**src/cmpd_pkg.sv**
```systemverilog
// Package of constants and types for the control mode pin decoder.
package cmpd_pkg;

    // ****************************************************************
    // Pin level encoding
    // ****************************************************************

    // Sensed level of one three-level configuration pin.
    typedef enum logic [1:0] {
        CMPD_LVL_LOW   = 2'b00,
        CMPD_LVL_HIGH  = 2'b01,
        CMPD_LVL_FLOAT = 2'b10
    } cmpd_level_t;

    // Pin index in the raw sense vectors.
    localparam int CMPD_PIN_SWING = 0;
    localparam int CMPD_PIN_EDGE  = 1;
    localparam int CMPD_PIN_CAL   = 2;
    localparam int CMPD_PIN_MODE  = 3;
    localparam int CMPD_NUM_PINS  = 4;

    // ****************************************************************
    // Register map
    // ****************************************************************

    localparam logic [11:0] CMPD_OFS_STATUS = 12'h000;
    localparam logic [11:0] CMPD_OFS_CHANGE = 12'h004;
    localparam logic [11:0] CMPD_OFS_PINS   = 12'h008;

    // Status register field positions.
    localparam int CMPD_ST_EXTENDED = 0;
    localparam int CMPD_ST_RANGE    = 1;
    localparam int CMPD_ST_SWING    = 2;
    localparam int CMPD_ST_EDGE     = 3;
    localparam int CMPD_ST_DDR      = 4;
    localparam int CMPD_ST_CALIBRATION_DELAY_SELECT   = 5;
    localparam int CMPD_ST_DES      = 6;

    // Change register field positions, write one to clear.
    localparam int CMPD_CH_CONFIG = 0;
    localparam int CMPD_CH_FAULT  = 1;

    // Reset values.
    localparam logic [6:0]  CMPD_RST_CONFIG = 7'h00;
    localparam logic [31:0] CMPD_RST_RDATA  = 32'h0000_0000;

endpackage : cmpd_pkg

```
**src/cmpd_pin_sync.sv**
```systemverilog
// Three-stage synchroniser with agreement filter for raw pin senses.
`timescale 1ns/1ps

module cmpd_pin_sync #(
    parameter int WIDTH = 8
) (
    // Clock and reset
    input  wire logic             pclk,
    input  wire logic             presetn,
    // Raw asynchronous senses and settled result
    input  wire logic [WIDTH-1:0] raw,
    output logic      [WIDTH-1:0] settled
);

    // ****************************************************************
    // Per-bit synchroniser
    // ****************************************************************

    genvar i;
    generate
        for (i = 0; i < WIDTH; i++) begin : g_bit
            logic stage1;
            logic stage2;
            logic stage3;
            logic held;
            logic next_held;

            // Only stages two and three are compared; stage one is read
            // by stage two alone so metastability cannot leak out.
            always_comb begin
                next_held = (stage2 == stage3) ? stage3 : held;
            end

            // Registers of the chain and the accepted value.
            always_ff @(posedge pclk or negedge presetn) begin
                if (!presetn) begin
                    stage1 <= 1'b0;
                    stage2 <= 1'b0;
                    stage3 <= 1'b0;
                    held   <= 1'b0;
                end else begin
                    stage1 <= raw[i];
                    stage2 <= stage1;
                    stage3 <= stage2;
                    held   <= next_held;
                end
            end

            assign settled[i] = held;
        end
    endgenerate

endmodule : cmpd_pin_sync

```
**src/cmpd_decoder.sv**
```systemverilog
// Three-level configuration pin decoder with APB status registers.
//
// What this block does
// - Mode pin high or low: pin-controlled mode, serial interface idle.
// - Pin-controlled mode: mode pin low 650 mV range, high 870 mV.
// - Mode pin floating selects extended control mode.
// - Swing pin must be driven; low gives 0.50 V, high 0.70 V swing.
// - Edge pin high: data changes on positive clock edge, low negative.
// - Edge pin floating: double data rate output clock, edge ignored.
// - Calibration pin high or low selects high or low delay.
// - Calibration pin floating: low delay plus dual edge sampling.
// - Extended mode: pins become serial clock, data and select.
//
// The APB slave port and the address map were left to the implementer.
`timescale 1ns/1ps

module cmpd_decoder (
    // Clock and reset
    input  wire logic        pclk,
    input  wire logic        presetn,
    // Pin senses: high comparator and floating detector per pin
    input  wire logic [3:0]  pin_is_high,
    input  wire logic [3:0]  pin_is_float,
    // Decoded configuration
    output logic             extended_mode,
    output logic             input_range_870,
    output logic             output_swing_700,
    output logic             output_edge_select,
    output logic             output_data_clock_ddr,
    output logic             calibration_delay_select,
    output logic             dual_edge_sampling,
    // Serial interface pins routed out in extended mode
    output logic             serial_interface_clock,
    output logic             serial_interface_data,
    output logic             serial_interface_select,
    // APB slave
    input  wire logic        psel,
    input  wire logic        penable,
    input  wire logic        pwrite,
    input  wire logic [11:0] paddr,
    input  wire logic [31:0] pwdata,
    output logic             pready,
    output logic [31:0]      prdata,
    output logic             pslverr
);

    // ****************************************************************
    // Pin sensing
    // ****************************************************************

    logic [7:0] settled;
    cmpd_pin_sync #(
        .WIDTH   (8)
    ) u_sync (
        .pclk    (pclk),
        .presetn (presetn),
        .raw     ({pin_is_float, pin_is_high}),
        .settled (settled)
    );

    // Floating detection wins over the high comparator.
    cmpd_pkg::cmpd_level_t lvl [cmpd_pkg::CMPD_NUM_PINS];
    always_comb begin
        for (int p = 0; p < cmpd_pkg::CMPD_NUM_PINS; p++) begin
            if (settled[4 + p]) begin
                lvl[p] = cmpd_pkg::CMPD_LVL_FLOAT;
            end else if (settled[p]) begin
                lvl[p] = cmpd_pkg::CMPD_LVL_HIGH;
            end else begin
                lvl[p] = cmpd_pkg::CMPD_LVL_LOW;
            end
        end
    end

    // ****************************************************************
    // Decode
    // ****************************************************************

    logic next_extended;
    logic next_range;
    logic next_swing;
    logic next_edge;
    logic next_ddr;
    logic next_calibration_delay_select;
    logic next_des;
    logic next_sclk;
    logic next_serial_interface_data;
    logic next_ssel;
    logic swing_fault;

    // Pin-controlled settings are held while in extended mode, so toggles
    // on the pins, now serial clock, data and select, cannot move them there.
    always_comb begin
        next_extended = extended_mode;
        next_range    = input_range_870;
        next_swing    = output_swing_700;
        next_edge     = output_edge_select;
        next_ddr      = output_data_clock_ddr;
        next_calibration_delay_select   = calibration_delay_select;
        next_des      = dual_edge_sampling;
        next_sclk     = 1'b0;
        next_serial_interface_data    = 1'b0;
        next_ssel     = 1'b1;  // Select is active low, idle high.
        swing_fault   = 1'b0;
        case (lvl[cmpd_pkg::CMPD_PIN_MODE])
            cmpd_pkg::CMPD_LVL_FLOAT: begin
                next_extended = 1'b1;
                next_sclk  = settled[cmpd_pkg::CMPD_PIN_SWING];
                next_serial_interface_data = settled[cmpd_pkg::CMPD_PIN_EDGE];
                next_ssel  = settled[cmpd_pkg::CMPD_PIN_CAL];
            end
            cmpd_pkg::CMPD_LVL_LOW, cmpd_pkg::CMPD_LVL_HIGH: begin
                next_extended = 1'b0;
                next_range = (lvl[cmpd_pkg::CMPD_PIN_MODE]
                              == cmpd_pkg::CMPD_LVL_HIGH);
                next_swing  = settled[cmpd_pkg::CMPD_PIN_SWING];
                swing_fault = (lvl[cmpd_pkg::CMPD_PIN_SWING]
                               == cmpd_pkg::CMPD_LVL_FLOAT);
                next_ddr  = (lvl[cmpd_pkg::CMPD_PIN_EDGE]
                             == cmpd_pkg::CMPD_LVL_FLOAT);
                next_edge = (lvl[cmpd_pkg::CMPD_PIN_EDGE]
                             == cmpd_pkg::CMPD_LVL_HIGH);
                next_calibration_delay_select = (lvl[cmpd_pkg::CMPD_PIN_CAL]
                               == cmpd_pkg::CMPD_LVL_HIGH);
                next_des    = (lvl[cmpd_pkg::CMPD_PIN_CAL]
                               == cmpd_pkg::CMPD_LVL_FLOAT);
            end
            default: begin
                next_extended = extended_mode;
            end
        endcase
    end

    always_ff @(posedge pclk or negedge presetn) begin
        if (!presetn) begin
            extended_mode            <= cmpd_pkg::CMPD_RST_CONFIG[0];
            input_range_870          <= cmpd_pkg::CMPD_RST_CONFIG[1];
            output_swing_700         <= cmpd_pkg::CMPD_RST_CONFIG[2];
            output_edge_select       <= cmpd_pkg::CMPD_RST_CONFIG[3];
            output_data_clock_ddr    <= cmpd_pkg::CMPD_RST_CONFIG[4];
            calibration_delay_select <= cmpd_pkg::CMPD_RST_CONFIG[5];
            dual_edge_sampling       <= cmpd_pkg::CMPD_RST_CONFIG[6];
            serial_interface_clock   <= 1'b0;
            serial_interface_data    <= 1'b0;
            serial_interface_select  <= 1'b1;
        end else begin
            extended_mode            <= next_extended;
            input_range_870          <= next_range;
            output_swing_700         <= next_swing;
            output_edge_select       <= next_edge;
            output_data_clock_ddr    <= next_ddr;
            calibration_delay_select <= next_calibration_delay_select;
            dual_edge_sampling       <= next_des;
            serial_interface_clock   <= next_sclk;
            serial_interface_data    <= next_serial_interface_data;
            serial_interface_select  <= next_ssel;
        end
    end

    // ****************************************************************
    // APB registers
    // ****************************************************************

    logic [6:0]  config_now;
    logic [6:0]  config_next;
    logic        chg_config;
    logic        chg_fault;
    logic        next_chg_config;
    logic        next_chg_fault;
    logic        next_pready;
    logic        next_pslverr;
    logic [31:0] next_prdata;
    logic        wr_done;

    assign config_now  = {dual_edge_sampling, calibration_delay_select,
                          output_data_clock_ddr, output_edge_select,
                          output_swing_700, input_range_870,
                          extended_mode};
    assign config_next = {next_des, next_calibration_delay_select, next_ddr, next_edge,
                          next_swing, next_range, next_extended};
    assign wr_done     = psel & penable & pready & pwrite;

    // Sticky flags: a new event in the clearing cycle wins over the
    // clear so that no change slips by unseen.
    always_comb begin
        next_chg_config = chg_config;
        next_chg_fault  = chg_fault;
        if (wr_done && paddr == cmpd_pkg::CMPD_OFS_CHANGE) begin
            if (pwdata[cmpd_pkg::CMPD_CH_CONFIG]) begin
                next_chg_config = 1'b0;
            end
            if (pwdata[cmpd_pkg::CMPD_CH_FAULT]) begin
                next_chg_fault = 1'b0;
            end
        end
        if (config_next != config_now) begin
            next_chg_config = 1'b1;
        end
        if (swing_fault) begin
            next_chg_fault = 1'b1;
        end
    end

    // Answer is prepared in the setup cycle, so every access ends at
    // its first access edge; reads see state of the setup cycle.
    always_comb begin
        next_pready  = psel & ~penable;
        next_pslverr = 1'b0;
        next_prdata  = 32'h0000_0000;
        if (psel && !penable) begin
            case (paddr)
                cmpd_pkg::CMPD_OFS_STATUS: begin
                    next_prdata[6:0] = config_now;
                end
                cmpd_pkg::CMPD_OFS_CHANGE: begin
                    next_prdata[cmpd_pkg::CMPD_CH_CONFIG] = chg_config;
                    next_prdata[cmpd_pkg::CMPD_CH_FAULT]  = chg_fault;
                end
                cmpd_pkg::CMPD_OFS_PINS: begin
                    next_prdata[7:0] = settled;
                end
                default: begin
                    next_pslverr = 1'b1;
                end
            endcase
        end
    end

    // Bus and flag registers.
    always_ff @(posedge pclk or negedge presetn) begin
        if (!presetn) begin
            pready     <= 1'b0;
            pslverr    <= 1'b0;
            prdata     <= cmpd_pkg::CMPD_RST_RDATA;
            chg_config <= 1'b0;
            chg_fault  <= 1'b0;
        end else begin
            pready     <= next_pready;
            pslverr    <= next_pslverr;
            prdata     <= next_prdata;
            chg_config <= next_chg_config;
            chg_fault  <= next_chg_fault;
        end
    end

endmodule : cmpd_decoder

```
**config.mk**
```make
export PLATFORM = sky130hd
export DESIGN_NAME = cmpd_decoder
export DESIGN_NICKNAME = d
export VERILOG_FILES = /design/src/cmpd_pkg.sv /design/src/cmpd_pin_sync.sv /design/src/cmpd_decoder.sv
export SDC_FILE = /design/constraint.sdc
export NUM_CORES = 1
export LEC_CHECK = 0
export BUFFER_PORTS_ARGS = -buffer_cell sky130_fd_sc_hd__buf_2
export CORE_ASPECT_RATIO = 1.5
export CORE_MARGIN = 5
export CORE_UTILIZATION = 28
export CTS_BUF_LIST = sky130_fd_sc_hd__clkbuf_4 sky130_fd_sc_hd__clkbuf_8
export DETAILED_ROUTE_END_ITERATION = 7
export SETUP_SLACK_MARGIN = 0.05
export SYNTH_ARGS = -nofsm -noshare
export SYNTH_HDL_FRONTEND = slang
export SYNTH_SLANG_ARGS = --single-unit
```
**constraint.sdc**
```tcl
create_clock -name pclk -period 1.78 [get_ports pclk]
set_input_delay 0.267 -clock pclk [delete_from_list [all_inputs] [get_ports pclk]]
set_output_delay 0.267 -clock pclk [all_outputs]
set_load 0.02 [all_outputs]
```
Yosys cells after proc, flatten, opt, wreduce, memory -nomap -nowiden

Index checks and enable logic that the tools add are counted.

Shifts and indexed selects: 0
Add/sub/neg operators: 0
Div/mod/pow operators: 0
Multipliers: 0
Reductions and logical operators: 13
Bitwise gates (word level): 5
Equal/unequal tests: 18
Muxes and demuxes: 31
Magnitude comparators: 0

Operators with widths:

| kind                                                 | number |
|---|---|
| 2-to-1 mux 1 bit                                     | 23 |
| equality test 12 x 3 -> 1 bit, second input constant | 1 |
| equality test 12 x 4 -> 1 bit, second input constant | 1 |
| zero test 12 bit                                     | 1 |
| case mux 5 bit (2 select lines)                      | 1 |
| equality test 1 bit                                  | 8 |
| equality test 2 bit, second input constant           | 4 |
| 2-to-1 mux 2 bit                                     | 4 |
| 2-to-1 mux 8 bit                                     | 1 |
| nonzero test 2 bit                                   | 4 |
| inequality test 7 bit                                | 1 |
| equality test 2 x 1 -> 1 bit, second input constant  | 3 |
| case mux 2 bit (3 select lines)                      | 1 |
| bitwise AND 1 bit                                    | 4 |
| AND reduction 2 bit                                  | 2 |
| OR reduction 3 bit                                   | 1 |
| logical AND 1 bit                                    | 2 |
| zero test 2 bit                                      | 1 |
| case mux 1 bit (2 select lines)                      | 1 |
| OR reduction 2 bit                                   | 1 |
| zero test 1 bit                                      | 1 |
| NOT 1 bit                                            | 1 |

Output and inout port bits: 44
Register bits after elaboration: 54
Memories: 0
Bits of input ports: 57
Bits in read-only memories: 0
Bits in writable memories: 0
Latch bits: 0

Logic depth before layout (Yosys ltp)

Gate-level depths: netlist of run 1.

Word-level depth: 8
Mapped depth: 5
Gate-level depth less buffers: 4

By module

A second synthesis of run 1 with hierarchy kept.

Cell total of the unflattened synthesis: 162
Area total of the unflattened synthesis: 2132.0 um^2

Modules (own cells, without submodules):

| module        | seq. area each (um^2) | cells an instance | times used | area each (um^2) |
|---|---|---|---|---|
| cmpd_decoder  | 551.8                 | 114               | 1          | 1181.1 |
| cmpd_pin_sync | 800.8                 | 48                | 1          | 950.9 |

Least setup slack after synthesis of run 1

OpenSTA, ideal clock, no wires.

Path type: flip-flop to flip-flop
Start: register calibration_delay_select
End: register chg_config
Arrival: 1.165 ns
Slack: 0.494 ns
Data required time: 1.659 ns
Library setup time: 0.121 ns
Stages on the path, launching flop included: 5
Cell sequence: dfrtp_1 xor2_1 o31ai_1 nand4_1 a22o_1

Word-level cells in the longest chain between the ends: 4

Ends and longest elaborated chain:

| item                          | line                | RTL |
|---|---|---|
| from (decl)                   | cmpd_decoder.sv:30  | `output logic calibration_delay_select,` |
| from (signal assigned)        | cmpd_decoder.sv:141 | `calibration_delay_select <= cmpd_pkg::CMPD_RST_CONFIG[5];` |
| from (signal assigned)        | cmpd_decoder.sv:152 | `calibration_delay_select <= next_calibration_delay_select;` |
| 2-to-1 mux 1 bit              | cmpd_decoder.sv:105 | `case (lvl[cmpd_pkg::CMPD_PIN_MODE])` |
| inequality test 7 bit *       | cmpd_decoder.sv:196 | `if (config_next != config_now) begin` |
| nonzero test 2 bit (no line)  | --                  |  |
| AND reduction 2 bit (no line) | --                  |  |
| to (signal assigned)          | cmpd_decoder.sv:241 | `chg_config <= next_chg_config;` |
| to (decl)                     | cmpd_decoder.sv:166 | `logic chg_config;` |

Every way passes the cells marked *; elsewhere a longest branch is shown, timed or not.
A chain may end at the register's enable or synchronous reset.

Final worst setup path of run 1

Start: register u_sync.g_bit[2].held
End: register chg_config

Word-level cells in the longest chain between the ends: 7

Ends and longest elaborated chain:

| item                                                                       | line                                     | RTL |
|---|---|---|
| from (decl)                                                                | cmpd_pin_sync.sv:25                      | `logic held;` |
| from (signal assigned)                                                     | cmpd_pin_sync.sv:45                      | `held <= next_held;` |
| 2-to-1 mux 1 bit *                                                         | cmpd_decoder.sv:67                       | `end else if (settled[p]) begin` |
| 2-to-1 mux 2 bit *                                                         | cmpd_decoder.sv:65                       | `if (settled[4 + p]) begin` |
| equality test 2 x 1 -> 1 bit / equality test 2 bit (equally long branches) | cmpd_decoder.sv:124, cmpd_decoder.sv:126 |  |
| 2-to-1 mux 1 bit                                                           | cmpd_decoder.sv:105                      |  |
| inequality test 7 bit *                                                    | cmpd_decoder.sv:196                      |  |
| nonzero test 2 bit (no line)                                               | --                                       |  |
| AND reduction 2 bit (no line)                                              | --                                       |  |

Marks and branches as above.

==> results of run 1 <==
-- metrics by stage --
step	util	hold slack (ns)	cells	setup WS, ns	power, mW
6_report	0.337	0.0685	305	0.429	2.42
5_1_grt	0.337	0.0451	305	0.363	2.54
4_1_cts	0.337	0.0584	305	0.387	2.46
3_5_place_dp	0.322	0.285	296	0.301	1.75
3_3_place_gp	0.322	0.279	296	0.327	1.74
2_1_floorplan	-	-0.0286	177	0.494	1.65
-- routing by layer --
layer | vias up | track usage
met5 | - | 0
met2 | 45 | 0.137
met1 | 532 | 0.0846
met3 | 6 | 0.0193
li1 | 558 | -
met4 | 0 | 0.0474
-- where the power goes --
part | total (mW) | leakage (nW) | internal [mW] | switching (mW)
registers | 1.38 | 0.649 | 1.31 | 0.0721
clock network | 0.702 | 0.0517 | 0.330 | 0.372
logic | 0.333 | 0.481 | 0.128 | 0.204
total | 2.42 | 1.18 | 1.77 | 0.649
-- layout by cell type, fill, tap and decap left out, drive strengths merged, types with 2 or more instances in the layout --
| master | count |
|---|---|
| nor2 | 12 |
| nand2 | 7 |
| buf | 48 |
| a21oi | 2 |
| conb | 24 |
| maj3 | 8 |
| a22o | 2 |
| nand4 | 3 |
| xor2 | 5 |
| o21ai | 2 |
| nor4 | 2 |
| dfrtp | 53 |
| nand2b | 3 |
| and2 | 3 |
| mux2 | 4 |
| nor2b | 2 |
| clkbuf | 7 |
| mux2i | 7 |
-- cells by family after synthesis --
| kind of cell | after synthesis | share of synthesized area |
|---|---|---|
| other | 1 | 0.00177 |
| flip-flops | 54 | 0.639 |
| buffers and inverters | 30 | 0.108 |
| XOR/XNOR | 5 | 0.0207 |
| adder cells (fa/ha/maj) | 8 | 0.0378 |
| AND/OR/NAND/NOR | 38 | 0.117 |
| multiplexers | 11 | 0.0544 |
| AO/OA/AOI/OAI | 7 | 0.0213 |
-- area by class of cell --
type                            instances  area, µm²  share of cell area
Clock inverter                          1       5.00             0.00203
Inverter                                1       3.75             0.00152
Clock buffer                            7       90.1              0.0365
Sequential cell                        54       1350               0.548
Tap cell                              100        125              0.0507
Multi-Input combinational cell         93        622               0.252
Timing Repair Buffer                   49        268               0.109
-- critical path, stage by stage (launching register included) --
cell                      delay [ns]
sky130_fd_sc_hd__dfrtp_1        0.45
sky130_fd_sc_hd__xor2_1         0.17
sky130_fd_sc_hd__o31ai_1        0.25
sky130_fd_sc_hd__nand4_1        0.13
sky130_fd_sc_hd__a22o_1         0.24
-- cells in the mapped netlist --
cell type	count
sky130_fd_sc_hd__nor2_2	6
sky130_fd_sc_hd__buf_4	24
sky130_fd_sc_hd__buf_8	1
sky130_fd_sc_hd__nor2b_2	1
sky130_fd_sc_hd__nand2b_1	3
sky130_fd_sc_hd__and4b_1	1
sky130_fd_sc_hd__nor4_4	2
sky130_fd_sc_hd__a22o_1	2
sky130_fd_sc_hd__nand3b_1	1
sky130_fd_sc_hd__and2_1	3
sky130_fd_sc_hd__inv_1	1
sky130_fd_sc_hd__a21oi_1	2
sky130_fd_sc_hd__xor2_1	5
sky130_fd_sc_hd__mux2_2	4
sky130_fd_sc_hd__dfrtp_1	53
sky130_fd_sc_hd__o31ai_1	1
sky130_fd_sc_hd__nor3_1	1
sky130_fd_sc_hd__clkbuf_1	2
sky130_fd_sc_hd__nor2_1	6
sky130_fd_sc_hd__mux2i_1	7
sky130_fd_sc_hd__nand2_1	7
sky130_fd_sc_hd__buf_6	2
sky130_fd_sc_hd__maj3_1	8
sky130_fd_sc_hd__conb_1	1
sky130_fd_sc_hd__nor4bb_1	1
sky130_fd_sc_hd__o21ai_0	2
sky130_fd_sc_hd__nand4_1	3
sky130_fd_sc_hd__dfstp_2	1
sky130_fd_sc_hd__and4_1	1
sky130_fd_sc_hd__nor2b_1	1
sky130_fd_sc_hd__or2_1	1
-- worst max-delay path by stage --
stage	start	end	slack (ns)	cells past startpoint
after floorplan	calibration_delay_select$_DFF_PN0_	chg_config$_DFFE_PN0P_	0.49	4
after global placement	paddr[1]	prdata[5]$_DFF_PN0_	0.33	5
after detailed placement	paddr[7]	prdata[6]$_DFF_PN0_	0.30	5
after CTS	u_sync.g_bit[2].held$_DFFE_PN0N_	chg_config$_DFFE_PN0P_	0.39	4
after global routing	u_sync.g_bit[2].held$_DFFE_PN0N_	chg_config$_DFFE_PN0P_	0.36	4
final	u_sync.g_bit[2].held$_DFFE_PN0N_	chg_config$_DFFE_PN0P_	0.43	4
-- repair_timing --
action	4_1_cts	5_1_grt
endpoints found under the setup margin	0	0
hold endpoints to repair	53	0
hold buffers	1	0
-- sequential cells by signal, indices dropped and copies added, names as in the netlist, 8 cells and up --
register,flops
prdata,8
u_sync.g_bit.held,8
u_sync.g_bit.stage1,8
u_sync.g_bit.stage2,8
u_sync.g_bit.stage3,8
==> load_flow_metrics.sql, run 1 <==
INSERT INTO impl_metrics (metric_group, metric, value, unit) VALUES
('status', 'status', 'completed', ''),
('flow_run', 'max-cap-violations', '0', ''),
('grt', 'grt_max_degree', '55', ''),
('worst_hold_path', 'holdPathStages', '1', ''),
('logic_synthesis', 'yosys.area.top_type', 'sky130_fd_sc_hd__dfrtp_1', ''),
('worst_hold_path', 'hold_path_class', 'in2reg', ''),
('timing', 'finalSetupViolCount', '0', ''),
('final_layout', 'stdcell_area', '0.00247', 'mm²'),
('routing', 'route.layer.met1.wl', '1.32', 'mm'),
('worst_hold_path', 'hold_end', 'u_sync.g_bit[4].stage1$_DFF_PN0_', ''),
('setup_path', 'critical_path_required', '1.97', 'ns'),
('setup_path', 'critPathCaptureType', 'flop', ''),
('grt', 'first_pass_grt_wire_length', '5.54', 'mm'),
('logic_synthesis', 'ys_warn_count', '0', ''),
('timing', 'grt_setup_unrepaired', 'false', ''),
('routing', 'firstDrtPassIters', '4', ''),
('die', 'fp.dieH', '116', 'µm'),
('routing', 'route.detailed.drc', '0', ''),
('routing', 'final_antenna_net_count', '0', ''),
('power_and_ir_drop', 'power.density_cell_area', '980', 'mW/mm²'),
('routing', 'via_count', '1141', ''),
('clocking', 'cts_inserted_buffers', '5', ''),
('placement', 'gp_routability_congestion', '0.724', ''),
('clocking', 'cts_post_setup_buffers_inserted', '0', ''),
('timing', 'timing.final.crit_period', '1.35', 'ns'),
('timing', 'min_period_over_period', '0.759', ''),
('clocking', 'root_buffer_cell', 'sky130_fd_sc_hd__clkbuf_8', ''),
('clocking', 'max-clock-path-buffers', '2', ''),
('clocking', 'clock-sinks', '54', ''),
('die', 'die_width', '81.0', 'µm'),
('timing', 'final_worst_clock_skew', '0.00287', 'ns'),
('grt', 'antenna_violations_before_repair', '0', ''),
('logic_synthesis', 'synth.top_cells.by_area', 'sky130_fd_sc_hd__dfrtp_1, sky130_fd_sc_hd__buf_4, sky130_fd_sc_hd__maj3_1', ''),
('worst_hold_path', 'start_point_of_the_worst_min_delay_path', 'pin_is_float[0]', ''),
('placement', 'placement.io_buffers', '46', ''),
('setup_path', 'timing_worst_setup_path_type', 'reg2reg', ''),
('logic_synthesis', 'per_instance_average_area_after_synthesis', '13.7', 'µm²'),
('timing', 'max_clock_freq', '0.740', 'GHz'),
('setup_path', 'rrSetupSlack', '0.43', 'ns'),
('logic_synthesis', 'synth.top_cell.area_share', '0.626', ''),
('timing', 'slew_viol_final', '0', ''),
('clocking', 'clk_transition_reported_paths', '0.09', 'ns'),
('die', 'floorplan.initialDensity', '0.289', ''),
('setup_path', 'cp.arrival', '1.54', 'ns'),
('routing', 'finalWirelength', '3.50', 'mm'),
('clocking', 'clk_latency', '0.29', 'ns'),
('final_layout', 'antenna_fix_cells', '0', ''),
('logic_synthesis', 'synth_cells', '154', ''),
('logic_synthesis', 'ys_types', '31', ''),
('setup_path', 'crit_path_start_kind', 'flop', ''),
('routing', 'drtIter0Drc', '22', ''),
('die', 'floorplan.io_pins', '101', ''),
('clocking', 'cts_max_level', '2', ''),
('setup_path', 'crit_path_max_fanout', '5', ''),
('grt', 'total_grt_overflow', '0', ''),
('clocking', 'tritoncts', 'built', ''),
('final_layout', 'synthToLayoutAreaGrowth', '16.5', '%'),
('grt', 'global_route.usage.total', '0.0785', ''),
('timing', 'timing_hold_violations_final', '0', ''),
('final_layout', 'post_route_cells_drive_above_1_share', '0.341', ''),
('die', 'die_area', '0.00944', 'mm²'),
('grt', 'via_count_of_the_first_global_routing_pass', '1230', ''),
('setup_path', 'timing.reg2reg.worst_path_depth', '4', ''),
('final_layout', 'fillCellCount', '782', ''),
('routing', 'routed.top_layer', 'met4', ''),
('timing', 'setup-tns-final', '0', 'ns'),
('die', 'design.core.area', '0.00732', 'mm²'),
('routing', 'routedWlPerCell', '11.5', 'µm'),
('routing', 'detail_route_met2_wl', '1.88', 'mm'),
('routing', 'route.detailed.vias_per_inst', '3.74', ''),
('logic_synthesis', 'ys_seq_area_frac', '0.639', ''),
('final_layout', 'design.final.nets', '261', ''),
('routing', 'dr_wl_met3', '205', 'µm'),
('setup_path', 'critical_path.reg2reg.endpoint', 'chg_config$_DFFE_PN0P_', ''),
('die', 'std_cell_rows', '38', ''),
('power_and_ir_drop', 'peakVddDrop', '0.368', 'mV'),
('logic_synthesis', 'syn-cell-area', '0.00212', 'mm²'),
('placement', 'place_area', '0.00236', 'mm²'),
('clocking', 'cts-resized-gates', '0', ''),
('power_and_ir_drop', 'power.static_leakage', '1.18', 'nW'),
('placement', 'hpwlAfterDp', '2.65', 'mm'),
('setup_path', 'r2r-start', 'u_sync.g_bit[2].held$_DFFE_PN0N_', ''),
('logic_synthesis', 'postSynthRegisterBits', '54', '');
Note: power is estimated with default switching activity, not from simulation.
==> run 2: changes to the inputs <==
--- a/config.mk
+++ b/config.mk
@@ -5,6 +5,7 @@
 export SDC_FILE = /design/constraint.sdc
 export NUM_CORES = 1
 export LEC_CHECK = 0
+export ABC_AREA = 1
 export BUFFER_PORTS_ARGS = -buffer_cell sky130_fd_sc_hd__buf_2
 export CORE_ASPECT_RATIO = 1.5
 export CORE_MARGIN = 5
==> constraint.sdc (replaced) <==
create_clock -name pclk -period 1.4 [get_ports pclk]
set_input_delay 0.21 -clock pclk [delete_from_list [all_inputs] [get_ports pclk]]
set_output_delay 0.21 -clock pclk [all_outputs]
set_load 0.02 [all_outputs]
==> run 2 against run 1 <==
  * Die area increased by 3.7%
  * First-iteration DRC count increased to 3.6 times the previous value
  * Worst hold slack improved by 0.053 ns
  * Final area increased by 8.0%
  * Worst setup slack got worse by 0.21 ns
  * Power increased by 28%
  * Sequential power increased by 27%
  * Critical path type is now reg2out
==> load_flow_metrics.sql, run 2 <==
INSERT INTO impl_metrics (metric_group, metric, value, unit) VALUES
('die', 'floorplan.io_pins', '101', ''),
('final_layout', 'post_route_cells_drive_above_1_share', '0.267', ''),
('logic_synthesis', 'dominantRegCellSynth', 'sky130_fd_sc_hd__dfrtp_1', ''),
('routing', 'route.detailed.vias_per_inst', '3.97', ''),
('setup_path', 'crit_path_start_kind', 'flop', ''),
('grt', 'grt_max_degree', '41', ''),
('timing', 'timing.final.crit_period', '1.18', 'ns'),
('power_and_ir_drop', 'peakVddDrop', '0.400', 'mV'),
('setup_path', 'critPathCaptureType', 'output port', ''),
('power_and_ir_drop', 'power.static_leakage', '1.34', 'nW'),
('clocking', 'root_buffer_cell', 'sky130_fd_sc_hd__clkbuf_8', ''),
('logic_synthesis', 'ys_seq_area_frac', '0.614', ''),
('setup_path', 'cp.buffers_inverters', '1', ''),
('logic_synthesis', 'ys_types', '25', ''),
('final_layout', 'synthToLayoutAreaGrowth', '20.8', '%'),
('clocking', 'max-clock-path-buffers', '2', ''),
('placement', 'placed_cells', '355', ''),
('clocking', 'cts-resized-gates', '0', ''),
('die', 'floorplan.initialDensity', '0.288', ''),
('routing', 'routedWlPerCell', '10.7', 'µm'),
('logic_synthesis', 'yosys.cell_count.top_type', 'sky130_fd_sc_hd__dfrtp_1', ''),
('final_layout', 'mostFrequentLayoutCells', 'sky130_fd_sc_hd__dfrtp_1, sky130_fd_sc_hd__buf_2, sky130_fd_sc_hd__nand2_1, sky130_fd_sc_hd__conb_1, sky130_fd_sc_hd__nor2_1', ''),
('routing', 'via_count', '1476', ''),
('final_layout', 'antenna_fix_cells', '0', ''),
('timing', 'fin_ws', '0.217', 'ns'),
('final_layout', 'design.final.nets', '326', ''),
('final_layout', 'final_util', '0.348', ''),
('logic_synthesis', 'syn-cell-area', '0.00220', 'mm²'),
('die', 'fp.dieH', '119', 'µm'),
('timing', 'timing_hold_violations_final', '0', ''),
('clocking', 'clk_latency', '0.30', 'ns'),
('placement', 'place_area', '0.00248', 'mm²'),
('timing', 'max_clock_freq', '0.845', 'GHz'),
('timing', 'slew_viol_final', '0', ''),
('placement', 'hpwlAfterDp', '2.94', 'mm'),
('clocking', 'cts_max_level', '2', ''),
('final_layout', 'layout.cells.most_common', 'sky130_fd_sc_hd__dfrtp_1', ''),
('grt', 'antenna_violations_before_repair', '0', ''),
('setup_path', 'crit_path_max_fanout', '1', ''),
('logic_synthesis', 'synth.top_cell.area_share', '0.602', ''),
('logic_synthesis', 'postSynthRegisterBits', '54', ''),
('power_and_ir_drop', 'report.power.total', '3.09', 'mW'),
('logic_synthesis', 'synth-edff-count', '0', ''),
('routing', 'firstDrtPassIters', '4', ''),
('grt', 'first_pass_grt_wire_length', '6.67', 'mm'),
('setup_path', 'critical_path.reg2reg.endpoint', 'chg_config$_DFFE_PN0P_', ''),
('clocking', 'cts_inserted_buffers', '5', ''),
('clocking', 'cts.hold.buffers_added', '9', ''),
('timing', 'min_period_over_period', '0.845', ''),
('setup_path', 'cp.arrival', '0.97', 'ns'),
('logic_synthesis', 'ys_async_sr_fraction', '1.00', ''),
('setup_path', 'timing.critical_path.cells', 'buf_2', ''),
('clocking', 'tritoncts', 'built', ''),
('final_layout', 'finish.cell_count_without_fillers', '372', ''),
('placement', 'gp_routability_congestion', '0.827', ''),
('timing', 'setup-tns-final', '0', 'ns'),
('final_layout', 'stdcell_area', '0.00266', 'mm²'),
('placement', 'dp_slack', '0.187', 'ns'),
('logic_synthesis', 'synth_cells', '208', ''),
('logic_synthesis', 'synth.top_cells.by_area', 'sky130_fd_sc_hd__dfrtp_1, sky130_fd_sc_hd__buf_4, sky130_fd_sc_hd__nand2_1', ''),
('logic_synthesis', 'synth_commonest_cells', 'sky130_fd_sc_hd__dfrtp_1, sky130_fd_sc_hd__nand2_1, sky130_fd_sc_hd__buf_4', ''),
('timing', 'grt_setup_unrepaired', 'false', ''),
('routing', 'finalWirelength', '3.98', 'mm'),
('setup_path', 'critical_path_required', '1.19', 'ns'),
('setup_path', 'critical_path.top_delay_family', 'flip-flops', ''),
('setup_path', 'setup.worst_path.end', 'serial_interface_select', ''),
('grt', 'total_grt_overflow', '0', ''),
('setup_path', 'timing.reg2reg.worst_path_depth', '6', ''),
('grt', 'global_route.usage.total', '0.0887', ''),
('routing', 'drtIter0Drc', '80', ''),
('logic_synthesis', 'yosys.area.top_type', 'sky130_fd_sc_hd__dfrtp_1', ''),
('logic_synthesis', 'per_instance_average_area_after_synthesis', '10.6', 'µm²'),
('routing', 'final_antenna_net_count', '0', ''),
('timing', 'final_worst_clock_skew', '0.00396', 'ns'),
('logic_synthesis', 'ys_warn_count', '0', ''),
('clocking', 'cts_post_setup_buffers_inserted', '0', ''),
('die', 'std_cell_rows', '39', ''),
('placement', 'placement.io_buffers', '46', ''),
('grt', 'via_count_of_the_first_global_routing_pass', '1470', ''),
('clocking', 'clock-sinks', '54', ''),
('die', 'design.core.area', '0.00766', 'mm²'),
('flow_run', 'max-cap-violations', '0', ''),
('setup_path', 'timing_worst_setup_path_type', 'reg2out', ''),
('die', 'die_area', '0.00978', 'mm²'),
('setup_path', 'rrSetupSlack', '0.22', 'ns'),
('setup_path', 'crit_path_top_delay_cell', 'sky130_fd_sc_hd__dfstp_2', ''),
('routing', 'route.detailed.drc', '0', ''),
('timing', 'hold_slack', '0.121', 'ns'),
('die', 'die_width', '82.5', 'µm'),
('setup_path', 'worstSetupPathDepth', '1', ''),
('timing', 'finalSetupViolCount', '0', ''),
('power_and_ir_drop', 'power.density_cell_area', '1160', 'mW/mm²'),
('clocking', 'clk_transition_reported_paths', '0.09', 'ns'),
('setup_path', 'cpPeakStageDelay', '0.52', 'ns'),
('worst_hold_path', 'hold_path_class', 'in2reg', ''),
('status', 'status', 'completed', ''),
('setup_path', 'crit_path_start', 'serial_interface_select$_DFF_PN1_', ''),
('setup_path', 'r2r-start', 'u_sync.g_bit[7].held$_DFFE_PN0N_', '');
==> run 2: final cells by class <==
cell class | instances | area, µm²
Fill cell | 783 | 5000
Sequential cell | 54 | 1350
Multi-Input combinational cell | 132 | 661
Timing Repair Buffer | 59 | 363
Tap cell | 102 | 128
Clock buffer | 6 | 82.6
Inverter | 17 | 63.8
Clock inverter | 2 | 12.5
==> run 2: worst min path at each step <==
stage / depth (start not counted) / startpoint / to
2_1_floorplan: 0 / presetn / calibration_delay_select$_DFF_PN0_
3_3_place_gp: 1 / presetn / u_sync.g_bit[4].held$_DFFE_PN0N_
3_5_place_dp: 1 / presetn / u_sync.g_bit[4].stage2$_DFF_PN0_
4_1_cts: 2 / penable / pready$_DFF_PN0_
5_1_grt: 2 / penable / pready$_DFF_PN0_
6_report: 2 / penable / pready$_DFF_PN0_
==> run 2: cells by family (layout without fill, tap and decap cells) <==
family | Yosys count | after routing | synth area share
AND/OR/NAND/NOR | 87 | 87 | 0.187
XOR/XNOR | 1 | 1 | 0.00397
buffers and inverters | 45 | 84 | 0.126
AO/OA/AOI/OAI | 12 | 12 | 0.0318
other | 1 | 24 | 0.00170
adder cells (fa/ha/maj) | 8 | 8 | 0.0363
flip-flops | 54 | 54 | 0.614
==> run 2: metal layers <==
layer  part of all wire  global-route usage  vias up
li1                   -                   -      730
met1               0.38               0.100      683
met2               0.52               0.149       54
met3              0.078              0.0244        9
met4              0.021              0.0437        0
met5                  0                   0        -
==> run 2: where the power goes <==
| part | leakage (nW) | internal, mW | switching [mW] |
|---|---|---|---|
| Clock | 0.0472 | 0.398 | 0.495 |
| Combinational | 0.646 | 0.157 | 0.285 |
| Sequential | 0.647 | 1.66 | 0.0889 |
==> run 3: changes to the inputs <==
--- a/config.mk
+++ b/config.mk
@@ -5,7 +5,7 @@
 export SDC_FILE = /design/constraint.sdc
 export NUM_CORES = 1
 export LEC_CHECK = 0
-export ABC_AREA = 1
+export ABC_AREA = 0
 export BUFFER_PORTS_ARGS = -buffer_cell sky130_fd_sc_hd__buf_2
 export CORE_ASPECT_RATIO = 1.5
 export CORE_MARGIN = 5
==> constraint.sdc (replaced) <==
create_clock -name pclk -period 1.05 [get_ports pclk]
set_input_delay 0.1575 -clock pclk [delete_from_list [all_inputs] [get_ports pclk]]
set_output_delay 0.1575 -clock pclk [all_outputs]
set_load 0.02 [all_outputs]
==> run 3 against run 2 <==
  * The flow now finishes with violations (setup timing)
  * Core utilization up 6.9 points
  * Wire length up 5.4%
  * Power up 49%
  * Sequential cell count unchanged
  * Combinational power up 150%
  * Sequential power up 33%
  * Final area up 14%
  * Die area down 3.6%
  * Clock skew up 0.0041 ns
  * Highest routed layer unchanged
==> load_flow_metrics.sql, run 3 (synthesis gave the netlist of run 1 again) <==
INSERT INTO impl_metrics (metric_group, metric, value, unit) VALUES
('timing', 'grt_setup_unrepaired', 'true', ''),
('timing', 'final_worst_clock_skew', '0.00807', 'ns'),
('timing', 'fin_ws', '-0.177', 'ns'),
('power_and_ir_drop', 'p_comb_frac', '0.237', ''),
('clocking', 'clk_transition_reported_paths', '0.10', 'ns'),
('grt', 'first_pass_grt_wire_length', '6.38', 'mm'),
('placement', 'placement.io_buffers', '46', ''),
('setup_path', 'timing_worst_setup_path_type', 'reg2reg', ''),
('die', 'fp.dieH', '116', 'µm'),
('setup_path', 'timing.reg2reg.worst_path_depth', '4', ''),
('power_and_ir_drop', 'p_seq_frac', '0.506', ''),
('routing', 'routedWlPerCell', '12.2', 'µm'),
('grt', 'total_grt_overflow', '0', ''),
('die', 'die_width', '81.0', 'µm'),
('routing', 'final_antenna_net_count', '0', ''),
('worst_hold_path', 'holdPathStages', '3', ''),
('final_layout', 'design.final.nets', '301', ''),
('timing', 'timing.final.crit_period', '1.23', 'ns'),
('status', 'violations', 'setup timing', ''),
('clocking', 'cts_inserted_buffers', '5', ''),
('placement', 'hpwlAfterDp', '2.90', 'mm'),
('final_layout', 'regArea', '0.00136', 'mm²'),
('setup_path', 'critical_path_required', '1.25', 'ns'),
('worst_hold_path', 'hold_path_class', 'in2reg', ''),
('die', 'floorplan.io_pins', '101', ''),
('power_and_ir_drop', 'power.density_cell_area', '1510', 'mW/mm²'),
('setup_path', 'crit_path_max_fanout', '2', ''),
('timing', 'hold_slack', '0.133', 'ns'),
('worst_hold_path', 'hold_end', 'pready$_DFF_PN0_', ''),
('die', 'floorplan.initialDensity', '0.289', ''),
('routing', 'firstDrtPassIters', '4', ''),
('timing', 'min_period_over_period', '1.17', ''),
('routing', 'via_count', '1367', ''),
('grt', 'antenna_violations_before_repair', '0', ''),
('timing', 'setup-tns-final', '-0.982', 'ns'),
('die', 'design.core.area', '0.00732', 'mm²'),
('final_layout', 'fillCellCount', '715', ''),
('final_layout', 'antenna_fix_cells', '0', ''),
('clocking', 'cts_max_level', '2', ''),
('clocking', 'tritoncts', 'built', ''),
('routing', 'route.detailed.drc', '0', ''),
('power_and_ir_drop', 'power_report.internal_total', '3.34', 'mW'),
('placement', 'gp_routability_congestion', '0.780', ''),
('setup_path', 'rrSetupSlack', '-0.18', 'ns'),
('clocking', 'clock-sinks', '54', ''),
('power_and_ir_drop', 'clock_power_share', '0.257', ''),
('power_and_ir_drop', 'p_sw', '1.25', 'mW'),
('final_layout', 'multi_input_area', '669', 'µm²'),
('grt', 'grt_max_degree', '55', ''),
('timing', 'finalSetupViolCount', '14', ''),
('clocking', 'clk_latency', '0.30', 'ns'),
('setup_path', 'r2r-start', 'calibration_delay_select$_DFF_PN0_', ''),
('final_layout', 'mostFrequentLayoutCells', 'sky130_fd_sc_hd__dfrtp_1, sky130_fd_sc_hd__buf_6, sky130_fd_sc_hd__buf_2, sky130_fd_sc_hd__conb_1, sky130_fd_sc_hd__buf_4', ''),
('power_and_ir_drop', 'power.static_leakage', '1.44', 'nW'),
('routing', 'route.detailed.vias_per_inst', '3.96', ''),
('timing', 'max_clock_freq', '0.815', 'GHz'),
('setup_path', 'crit_path_start_kind', 'flop', ''),
('timing', 'slew_viol_final', '0', ''),
('final_layout', 'synthToLayoutAreaGrowth', '44.0', '%'),
('die', 'die_area', '0.00944', 'mm²'),
('routing', 'drtIter0Drc', '43', ''),
('setup_path', 'cp.arrival', '1.43', 'ns'),
('flow_run', 'max-cap-violations', '0', ''),
('timing', 'timing_hold_violations_final', '0', ''),
('setup_path', 'critical_path.reg2reg.endpoint', 'chg_config$_DFFE_PN0P_', ''),
('clocking', 'max-clock-path-buffers', '2', ''),
('final_layout', 'layout.cells.most_common', 'sky130_fd_sc_hd__dfrtp_1', ''),
('final_layout', 'post_route_cells_drive_above_1_share', '0.469', ''),
('power_and_ir_drop', 'sw_frac_of_total', '0.272', ''),
('routing', 'finalWirelength', '4.20', 'mm'),
('status', 'status', 'finished with violations', ''),
('grt', 'via_count_of_the_first_global_routing_pass', '1357', ''),
('grt', 'global_route.usage.total', '0.0902', ''),
('power_and_ir_drop', 'peakVddDrop', '0.755', 'mV'),
('setup_path', 'critPathCaptureType', 'flop', ''),
('worst_hold_path', 'start_point_of_the_worst_min_delay_path', 'penable', ''),
('die', 'std_cell_rows', '38', ''),
('clocking', 'root_buffer_cell', 'sky130_fd_sc_hd__clkbuf_8', '');
-- run 3: worst max path at each step --
stage          slack, ns                                from  cells past startpoint                     end
2_1_floorplan      -0.19  calibration_delay_select$_DFF_PN0_                      4  chg_config$_DFFE_PN0P_
3_3_place_gp       -0.25                            paddr[8]                      5     prdata[2]$_DFF_PN0_
3_5_place_dp       -0.29                            paddr[1]                      5     prdata[2]$_DFF_PN0_
4_1_cts            -0.20  calibration_delay_select$_DFF_PN0_                      4  chg_config$_DFFE_PN0P_
5_1_grt            -0.24    u_sync.g_bit[2].held$_DFFE_PN0N_                      4  chg_config$_DFFE_PN0P_
6_report           -0.18  calibration_delay_select$_DFF_PN0_                      4  chg_config$_DFFE_PN0P_
-- run 3: stage by stage --
stage	util	total power [mW]	area, µm²	setup WS [ns]	instances
floorplan	-	2.80	2210	-0.195	177
global placement	0.347	3.10	2540	-0.251	320
detailed placement	0.347	3.11	2540	-0.285	320
CTS	0.401	4.58	2940	-0.202	343
global route	0.416	4.84	3050	-0.239	345
finish	0.416	4.59	3050	-0.177	345
-- run 3: layout make-up --
cell class / count / share of cell area
Timing Repair Buffer: 89 / 0.262
Clock inverter: 2 / 0.00411
Sequential cell: 54 / 0.445
Tap cell: 100 / 0.0411
Clock buffer: 6 / 0.0271
Inverter: 1 / 0.00123
Multi-Input combinational cell: 93 / 0.220
-- run 3: critical path: stages, from the launching register on --
cell                      delay (ns)
sky130_fd_sc_hd__dfrtp_2        0.43
sky130_fd_sc_hd__xor2_1         0.14
sky130_fd_sc_hd__o31ai_1        0.22
sky130_fd_sc_hd__nand4_1        0.13
sky130_fd_sc_hd__a22o_1         0.21
-- run 3: per-layer routing --
metal	vias to the layer above	wire (µm)	global-route usage
li1	640	-	-
met1	647	1540	0.103
met2	70	2210	0.151
met3	10	343	0.0285
met4	0	106	0.0451
met5	-	0	0
-- run 3: what timing repair did --
action | 4_1_cts | 5_1_grt
pin swaps | 5 | 9
gates resized for setup | 51 | 32
endpoints found under the setup margin | 26 | 35
setup buffers | 6 | 4
hold buffers | 9 | 0
hold endpoints to repair | 61 | 0
gates cloned | 0 | 0
-- run 3: power by group through the flow --
stage	sequential (mW)	clock [mW]	combinational (mW)
floorplan	2.43	0	0.368
global placement	2.34	0	0.763
detailed placement	2.34	0	0.771
finish	2.32	1.18	1.09
CTS	2.32	1.23	1.03
global route	2.34	1.33	1.16
